===== config.mk =====
export PLATFORM = sky130hd
export DESIGN_NAME = core_memory_cycle_timing
export DESIGN_NICKNAME = d
export VERILOG_FILES = /design/src/logic/core_timing_pkg.sv /design/src/logic/one_shot.sv /design/src/logic/core_memory_cycle_timing.sv
export SDC_FILE = /design/constraint.sdc
export NUM_CORES = 1
export LEC_CHECK = 0
export BUFFER_PORTS_ARGS = -buffer_cell sky130_fd_sc_hd__buf_2
export CORE_MARGIN = 4
export CORE_UTILIZATION = 60
export CTS_CLUSTER_SIZE = 8
export DETAILED_ROUTE_END_ITERATION = 7
export PLACE_DENSITY_LB_ADDON = 0.25
export SLEW_MARGIN = 20
export SYNTH_ARGS = -nofsm -noshare
export SYNTH_HDL_FRONTEND = slang
export SYNTH_SLANG_ARGS = --single-unit

===== constraint.sdc =====
create_clock -name mclk -period 4.27 [get_ports mclk]
set_input_delay 0.2135 -clock mclk [delete_from_list [all_inputs] [get_ports mclk]]
set_output_delay 0.2135 -clock mclk [all_outputs]
set_load 0.02 [all_outputs]

===== src/logic/core_timing_pkg.sv =====
/*
  Constants for the core memory cycle timing sequencer: times in
  nanoseconds and the derived cycle counts at the 200 MHz clock.
  Assumes mclk runs at 200 MHz (5 ns period).
*/
package core_timing_pkg;

  localparam int ClkPeriodNs = 5;

  // Read X-driver gate width, 7.6 to 9.9 us, nominal 8.7 us
  localparam int XGateMinNs = 7600;
  localparam int XGateMaxNs = 9900;
  localparam int XGateNs = 8700;
  localparam int XGateCycles = XGateNs / ClkPeriodNs;

  // Y-driver gate delay 2.5 us +/- 0.36 us
  localparam int YDelayNs = 2500;
  localparam int YDelayCycles = YDelayNs / ClkPeriodNs;

  // Y-driver gate width 5.3 to 7.7 us
  localparam int YGateMinNs = 5300;
  localparam int YGateMaxNs = 7700;
  localparam int YGateNs = 6500;
  localparam int YGateCycles = YGateNs / ClkPeriodNs;

  // Write driver gate delay 0.56 to 1.82 us, nominal 1.19 us
  localparam int WDelayNs = 1190;
  localparam int WDelayCycles = WDelayNs / ClkPeriodNs;

  // Write driver gate width 7.6 to 9.9 us
  localparam int WGateNs = 8700;
  localparam int WGateCycles = WGateNs / ClkPeriodNs;

  // Strobe blanking 0.9 to 1.1 us after Y gate rises
  localparam int BlankNs = 1000;
  localparam int BlankCycles = BlankNs / ClkPeriodNs;

  // Data one-shot width 7 us +/- 3
  localparam int DataPulseNs = 7000;
  localparam int DataPulseCycles = DataPulseNs / ClkPeriodNs;

  // Frame ID delay to data one-shot, 0.34 to 1.04 us
  localparam int FrameDelayNs = 690;
  localparam int FrameDelayCycles = (FrameDelayNs + ClkPeriodNs - 1) / ClkPeriodNs;

  localparam int CntW = 12;

  typedef enum logic [2:0] {
    RD_IDLE = 3'b001,
    RD_XONLY = 3'b010,
    RD_XY = 3'b100
  } read_state_t;

endpackage


===== src/logic/one_shot.sv =====
/*
  Retriggerable-free one-shot: a start pulse, after a delay in cycles,
  raises the output for a width in cycles. Ignores starts while busy.
  Assumes start comes from logic on the same clock.
*/
`timescale 1ns/1ps
`default_nettype none
module one_shot
  import core_timing_pkg::*;
#(
  parameter logic [CntW-1:0] Delay = 12'h000,
  parameter logic [CntW-1:0] Width = 12'h001
) (
  input wire logic mclk,
  input wire logic reset,
  input wire logic start,
  output logic pulse
);

  logic [CntW-1:0] cnt_q, cnt_d;
  logic busy_q, busy_d;
  logic pulse_q, pulse_d;

  // Next state: count through delay then width
  always_comb begin
    cnt_d = cnt_q;
    busy_d = busy_q;
    pulse_d = pulse_q;
    if (!busy_q) begin
      if (start) begin
        busy_d = 1'b1;
        cnt_d = '0;
        pulse_d = (Delay == '0);
      end
    end else begin
      cnt_d = cnt_q + 1'b1;
      if (cnt_q + 1'b1 == Delay) begin
        pulse_d = 1'b1;
      end
      if (cnt_q + 1'b1 == Delay + Width) begin
        pulse_d = 1'b0;
        busy_d = 1'b0;
      end
    end
  end

  // Registers
  always_ff @(posedge mclk) begin
    if (reset) begin
      cnt_q <= '0;
      busy_q <= 1'b0;
      pulse_q <= 1'b0;
    end else begin
      cnt_q <= cnt_d;
      busy_q <= busy_d;
      pulse_q <= pulse_d;
    end
  end

  assign pulse = pulse_q;

endmodule
`default_nettype wire


===== src/logic/core_memory_cycle_timing.sv =====
/*
  Core memory read/write cycle timing sequencer, strobe window and
  data output one-shot with frame ID pass-through.
  Assumes command, sense and frame inputs are asynchronous pins and
  the requester keeps its pulse width and repetition limits.
*/
`timescale 1ns/1ps
`default_nettype none
module core_memory_cycle_timing
  import core_timing_pkg::*;
(
  input wire logic mclk,
  input wire logic reset,
  input wire logic readRequest,
  input wire logic writeRequest,
  input wire logic sensedOne,
  input wire logic frameId,
  input wire logic readAddress,
  input wire logic writeAddress,
  output logic read_switch_gate,
  output logic read_x_driver_gate,
  output logic read_y_driver_gate,
  output logic write_switch_gate,
  output logic write_driver_gate,
  output logic selectSwitchOn,
  output logic dataOut
);

  // ----------------------------------------------------------------
  // Input synchronisers
  // ----------------------------------------------------------------
  logic [5:0] syncA_q, syncB_q;
  logic rdReq, wrReq, sense, frame, rdAddr, wrAddr;

  // Two flops on every pin input
  always_ff @(posedge mclk) begin
    if (reset) begin
      syncA_q <= 6'h00;
      syncB_q <= 6'h00;
    end else begin
      syncA_q <= {readRequest, writeRequest, sensedOne, frameId, readAddress, writeAddress};
      syncB_q <= syncA_q;
    end
  end

  assign {rdReq, wrReq, sense, frame, rdAddr, wrAddr} = syncB_q;

  // Edge history of synchronised levels
  logic xGate, yGate, wGate, blankDone, dataShot, frameShot;
  logic rdReqPrev_q, wrReqPrev_q, framePrev_q, yPrev_q;
  logic rdRise, wrRise, frameRise, yRise;

  always_ff @(posedge mclk) begin
    if (reset) begin
      rdReqPrev_q <= 1'b0;
      wrReqPrev_q <= 1'b0;
      framePrev_q <= 1'b0;
      yPrev_q <= 1'b0;
    end else begin
      rdReqPrev_q <= rdReq;
      wrReqPrev_q <= wrReq;
      framePrev_q <= frame;
      yPrev_q <= yGate;
    end
  end

  assign rdRise = rdReq & ~rdReqPrev_q;
  assign wrRise = wrReq & ~wrReqPrev_q;
  assign frameRise = frame & ~framePrev_q;

  // ----------------------------------------------------------------
  // Read sequence
  // ----------------------------------------------------------------
  // X driver gate one-shot, starts with the read request
  one_shot #(
    .Delay(12'h000),
    .Width(CntW'(XGateCycles))
  ) xShot (
    .mclk(mclk),
    .reset(reset),
    .start(rdRise),
    .pulse(xGate)
  );

  // Y driver gate, delayed from X rising
  one_shot #(
    .Delay(CntW'(YDelayCycles)),
    .Width(CntW'(YGateCycles))
  ) yShot (
    .mclk(mclk),
    .reset(reset),
    .start(rdRise),
    .pulse(yGate)
  );

  assign yRise = yGate & ~yPrev_q;

  // ----------------------------------------------------------------
  // Write sequence
  // ----------------------------------------------------------------
  // Driver gate delayed from the switch gate, fixed width
  one_shot #(
    .Delay(CntW'(WDelayCycles)),
    .Width(CntW'(WGateCycles))
  ) wShot (
    .mclk(mclk),
    .reset(reset),
    .start(wrRise),
    .pulse(wGate)
  );

  // ----------------------------------------------------------------
  // Strobe window and data one-shot
  // ----------------------------------------------------------------
  // Blanking timer, ends 1 us after Y rises
  one_shot #(
    .Delay(CntW'(BlankCycles)),
    .Width(12'h001)
  ) blankShot (
    .mclk(mclk),
    .reset(reset),
    .start(yRise),
    .pulse(blankDone)
  );

  logic windowOpen_q, windowOpen_d;

  // Window opens after blanking, only with read and Y high
  always_comb begin
    windowOpen_d = windowOpen_q;
    if (!(rdReq && yGate) || yRise) begin
      windowOpen_d = 1'b0;
    end else if (blankDone) begin
      windowOpen_d = 1'b1;
    end
  end

  always_ff @(posedge mclk) begin
    if (reset) begin
      windowOpen_q <= 1'b0;
    end else begin
      windowOpen_q <= windowOpen_d;
    end
  end

  // Frame ID delayed into the data one-shot
  one_shot #(
    .Delay(CntW'(FrameDelayCycles)),
    .Width(12'h001)
  ) frameDly (
    .mclk(mclk),
    .reset(reset),
    .start(frameRise),
    .pulse(frameShot)
  );

  logic fire;
  assign fire = (windowOpen_q && rdReq && yGate && sense) || frameShot;

  one_shot #(
    .Delay(12'h000),
    .Width(CntW'(DataPulseCycles))
  ) dataOs (
    .mclk(mclk),
    .reset(reset),
    .start(fire),
    .pulse(dataShot)
  );

  // ----------------------------------------------------------------
  // Output registers
  // ----------------------------------------------------------------
  logic [6:0] out_q, out_d;

  // Gates and switch selection
  always_comb begin
    out_d[0] = rdReq;
    out_d[1] = xGate;
    out_d[2] = yGate;
    out_d[3] = wrReq;
    out_d[4] = wGate;
    out_d[5] = (rdAddr & rdReq) | (wrAddr & wrReq);
    out_d[6] = dataShot;
  end

  always_ff @(posedge mclk) begin
    if (reset) begin
      out_q <= 7'h00;
    end else begin
      out_q <= out_d;
    end
  end

  assign read_switch_gate = out_q[0];
  assign read_x_driver_gate = out_q[1];
  assign read_y_driver_gate = out_q[2];
  assign write_switch_gate = out_q[3];
  assign write_driver_gate = out_q[4];
  assign selectSwitchOn = out_q[5];
  assign dataOut = out_q[6];

endmodule
`default_nettype wire


* Word-level counts from Yosys, hierarchy flattened
Cells that the tools add are included.
** Storage, ports and cells
- Flip-flop bits (word level) :: 108
- Input port bits :: 8
- Output and inout port bits :: 7
- Word-level logic and storage cells :: 133
** Cells by class
- $add $sub $neg :: 6
- Equality and inequality tests :: 16
- Muxes and demuxes :: 52
- Bitwise operators :: 11
- Reduce and logical (&&, ||, !) cells :: 22
** Operators by type and width (number)
- 12-bit two-way mux :: 11
- 12-bit by 1-bit adder with 12-bit output (second input constant) :: 6
- 12-bit by 8-bit == test with 1-bit output (second input constant) :: 5
- 12-bit by 11-bit == test with 1-bit output (second input constant) :: 4
- 1-bit two-way mux :: 41
- 12-bit logical NOT :: 2
- 3-bit != test (second input constant) :: 6
- 12-bit by 9-bit == test with 1-bit output (second input constant) :: 1
- 2-bit AND reduction :: 6
- 2-bit nonzero test :: 6
- 1-bit bitwise AND :: 6
- 1-bit logical AND :: 4
- 1-bit inverter :: 4
- 1-bit logical OR :: 2
- 2-bit OR reduction :: 1
- 1-bit logical NOT :: 1
- 1-bit bitwise OR :: 1

* Longest topological paths before layout
- Depth in word-level cells :: 6
- Gate-level depth with buffers :: 8
- Depth with buffers taken out :: 7

* By module
A second synthesis with hierarchy kept.
** Unflattened totals
- Cells, all modules :: 721
- Area, all modules :: 6093.3 µm²
** By module, submodules not included
- one_shot (yShot) :: instances 1, cells an instance 114, area an instance 952.2 µm², seq. area each 280.3 µm²
- one_shot (xShot) :: instances 1, cells an instance 116, area an instance 933.4 µm², seq. area each 280.3 µm²
- one_shot (dataOs) :: instances 1, cells an instance 119, area an instance 929.6 µm², seq. area each 280.3 µm²
- one_shot (frameDly) :: instances 1, cells an instance 110, area an instance 920.9 µm², seq. area each 280.3 µm²
- one_shot (blankShot) :: instances 1, cells an instance 113, area an instance 892.1 µm², seq. area each 280.3 µm²
- one_shot (wShot) :: instances 1, cells an instance 99, area an instance 835.8 µm², seq. area each 280.3 µm²
- core_memory_cycle_timing :: instances 1, cells an instance 50, area an instance 629.4 µm², seq. area each 420.4 µm²

* Worst setup path after synthesis
Ideal clock, no wire load.
- Path type :: register to register
- Start :: register frameDly.cnt_q[0]
- End :: register frameDly.pulse_q (netlist: frameDly.pulse)
- Setup time :: 0.115 ns
- Arrival time :: 1.941 ns
- Required time :: 4.155 ns
- Slack :: 2.213 ns
- Stages on the path, launching flop included :: 9
- Path buffers :: 1
- Period minus slack after synthesis :: 2.057 ns
- Cell sequence :: dfxtp_1 -> ha_1 -> and3_1 -> buf_2 -> nand3_1 -> mux2i_1 -> o221ai_2 -> or3_1 -> and3_1
** Between the ends
- Cells in the longest elaborated chain, start to end :: 4
- Elaborated cells on any way between the ends :: 7
- Those cells by class :: 1 x add/sub; 3 x eq/ne; 2 x mux; 1 x reduce/logical
** RTL lines
- start, declared :: RTL line one_shot.sv:20 : logic [CntW-1:0] cnt_q, cnt_d;
- start signal, assigned :: RTL line one_shot.sv:54 : cnt_q <= cnt_d;
- 12-bit by 1-bit adder with 12-bit output * :: RTL line one_shot.sv:37, one_shot.sv:40
- 12-bit by 8-bit == test with 1-bit output (on tied branches) :: RTL line one_shot.sv:40, one_shot.sv:37
- 3-bit != test (no line) / 1-bit two-way mux (equally long branches)
- 2-bit AND reduction (no line) / 1-bit two-way mux (equally long branches)
- end signal, assigned :: RTL line one_shot.sv:56 : pulse_q <= pulse_d;
- end, declared :: RTL line one_shot.sv:22 : logic pulse_q, pulse_d;
Every way passes the cells marked *; elsewhere a longest branch is shown, timed or not.
A chain may end at the register's enable or synchronous reset.

* Worst setup path in the final report
- Start :: register frameDly.cnt_q[1]
- End :: register frameDly.busy_q
** Between the ends
- Cells in the longest elaborated chain, start to end :: 4
** RTL lines
- 12-bit by 1-bit adder with 12-bit output :: RTL line one_shot.sv:40 : if (cnt_q + 1'b1 == Delay + Width) begin
- 12-bit by 8-bit == test with 1-bit output :: RTL line one_shot.sv:40
- 1-bit two-way mux :: RTL line one_shot.sv:40
- 1-bit two-way mux :: RTL line one_shot.sv:29 : if (!busy_q) begin
- end signal, assigned :: RTL line one_shot.sv:55 : busy_q <= busy_d;
- end, declared :: RTL line one_shot.sv:21 : logic busy_q, busy_d;
Every way passes these cells.

==> key figures <==
GRT
  – First-pass GRT wire length: 20,500 microns
  – Initial antenna violation count: 0
  – GRT overflow: 0
  – Largest net degree at the start of global routing: just under 70
  – Vias in the first global route: roughly 4,700
  – Total GRT Usage: 0.213

Detailed routing
  – Via density: between 6 and 7
  – Total number of vias: 5,083
  – Routed met2 length: 5650 microns
  – Detailed Route WL: 11,800 microns
  – Post-route ant nets: 0
  – Drt wl/cell: 13.9 microns
  – Metal3 WL: roughly 440 microns
  – Number of remaining DRC errors: 0
  – 1st-pass router iterations: 5
  – M1 wire length: between 5000 and 6000 microns
  – First DRT Iteration DRCs: 287
  – Uppermost layer routed: met4

CTS
  – Clock Sink Count: 105
  – CTS Hold Buffers Added: 0
  – Post-CTS Resized: 0
  – H-tree levels: 3
  – Postcts setup bufs: 0
  – Worst skew pair latency: 0.38 ns
  – Root buffer cell: clkbuf_8
  – CTS tree: yes
  – Clock-pin slew on the worst setup and hold paths: 0.10 ns
  – Longest Clk Path Bufs: 2
  – CTS buffer count: 9

Synth
  – Top-area cell type share of the netlist area: 0.357
  – Share of the yosys chip area belonging to registers: 0.357
  – Top-count cell post-synth: dfxtp_1
  – Synth Instances: 744
  – FF+latch count, synth: 105
  – Primary FF master, synth: dfxtp_1
  – Post-synth EDFFs: 0
  – Async S/R FF share, synth: 0
  – Synth cell types: 61
  – Synth cell count leaders: dfxtp_1, nand2_1, nor2_1
  – Largest area contributor in the netlist: dfxtp_1
  – Mapped Avg Cell Area: 7.91 sq um
  – Syn Std Cell Area: approximately 6000 sq um
  – Largest cells by area after synthesis: dfxtp_1, a21oi_1, nor2b_1
  – Total of warnings raised by yosys: 0
  – Synthesized Nets: 766

Cells and area
  – P&R area growth vs syn: 3.30%
  – Filler cells: between 800 and 900
  – Final nets: 732
  – Share of layout cells above drive strength 1: 0.0601
  – # diodes: 0

Run status
  – Status: complete, no violations

Timing
  – Unrepaired setup endpoints after global routing: false
  – Fmax: 435 MHz
  – Slew Limit Fails: 0
  – Final Hold Fails: 0
  – Final period util: 0.539
  – Worst-Margin Slew: approximately 0.80 ns
  – Final setup skew: 0.00805 ns
  – Max-slew headroom: 0.463
  – Setup Viol. Count Final: 0
  – Tmin final: approximately 2.3 ns
  – Setup TNS Final: 0 ns

Place
  – Port bufs: 14
  – Placer Congestion: 0.839
  – DP HPWL: about 8000 microns

Power
  – Peak VDD IR: 0.188 mV
  – Total power after layout: between 1.5 and 2 mW
  – Leak: approximately 2.1 nW
  – Power per Cell Area: 275 nW/um^2

Floorplan
  – Initial Util: 0.628
  – Core Region: 9370 sq um
  – Die ar.: 11,500 sq um
  – Num rows: 35
  – Io pins: 15
  – Chip height: 107 microns
  – Die Wd: 107 microns

Run
  – Max_cap viols: 0

Critical path
  – CP endpoint kind: flip-flop
  – Worst-path fanout max: 8
  – Data required, critical path: roughly 4.5 ns
  – Worst Path Buf+Inv: 0
  – Data arrival time of the worst path: 2.55 ns
  – Max incr delay on CP: 0.53 ns
  – Max stage delay cell, worst path: dfxtp_1
  – Critical path class: flip-flop to flip-flop
  – Critical path's top delay family: simple AND/OR/NAND/NOR gates
  – CP cell instances: ha_1 > and3_1 > nand3_1 > mux2i_1 > o221ai_2 > or3_1 > nor3b_2
  – CP startpoint kind: flip-flop

Min path
  – Min-Delay Path Class: input pin to flip-flop
## flip-flops by register name, indices dropped and copies added (netlist names), 6 cells and up
register / cells
blankShot.cnt_q: 12
dataOs.cnt_q: 12
frameDly.cnt_q: 12
wShot.cnt_q: 12
xShot.cnt_q: 12
yShot.cnt_q: 12
out_q: 7
syncA_q: 6
syncB_q: 6
## logic make-up after synthesis
family | count (synthesis) | share of synthesized area
buffers and inverters | 75 | 0.0493
muxes | 7 | 0.0121
adders and majority gates | 14 | 0.0298
and+or+nand+nor | 339 | 0.318
DFF | 105 | 0.357
xor gates and xnor gates | 40 | 0.0596
AOI/OAI and AO/OA | 164 | 0.174
## per-stage QoR
stage / cell area, sq um / hold slack, ns / util / worst slack [ns] / instances
3_3_place_gp: 5890 / 0.422 / 0.628 / 2.13 / 828
3_5_place_dp: 5890 / 0.427 / 0.628 / 2.02 / 828
4_1_cts: 6080 / 0.0187 / 0.648 / 1.98 / 844
5_1_grt: 6080 / 0.0392 / 0.648 / 1.74 / 844
2_1_floorplan: 5880 / 0.296 / - / 2.21 / 744
6_report: 6080 / 0.0392 / 0.648 / 1.97 / 844
## cell usage in the layout (no fill, tap or decap), drive strengths merged, types with 9 or more instances in the layout
cell    netlist  routed
clkbuf       50       9
o21ai        39      39
nor2b        39      39
nand3b       22      22
nand2        65      65
nor2         60      60
inv          14      18
buf          10      15
nor3         30      30
a311oi       10      10
ha           14      14
nand3        31      31
nand4        14      14
xor2         19      19
a21oi        58      58
nor3b        15      15
dfxtp       105     105
xnor2        21      21
and3         22      22
a31oi        15      15
## worst reg2reg max path, stage by stage, from the launching register on
cell,delay [ns]
dfxtp_1,0.53
ha_1,0.31
and3_1,0.29
nand3_1,0.16
mux2i_1,0.22
o221ai_2,0.13
or3_1,0.37
nor3b_2,0.16
## power by group
group	internal, mW	total [mW]	switching [mW]
clock network	0.225	0.592	0.366
registers	0.991	1.01	0.0180
logic	0.0254	0.0695	0.0441
total	1.24	1.67	0.429
## layout make-up
cell class	count	area, sq um	area share
clock buffers	9	124	0.0204
well taps	129	161	0.0266
repair buffers	15	80.1	0.0132
flip-flops and latches	105	2100	0.346
multi-input cells	564	3490	0.574
inverters	15	56.3	0.00927
clock inverters	7	62.6	0.0103
## worst paths after layout
| check | end | startpoint | cells after the start | slack, ns |
|---|---|---|---|---|
| worst max-delay path | frameDly.busy_q | frameDly.cnt_q[1] | 7 | 1.97 |
| worst max register to register | frameDly.busy_q | frameDly.cnt_q[1] | 7 | 1.97 |
| worst min register to register | syncB_q[0] | syncA_q[0] | 1 | 0.45 |
| worst min-delay path | syncA_q[4] | writeRequest | 2 | 0.04 |
## routing by layer
metal,up-vias,GRT usage
met5,-,0
met1,2407,0.264
met2,94,0.362
li1,2564,-
met4,0,0.0740
met3,18,0.0500
Power figures use the tool's default switching activity.
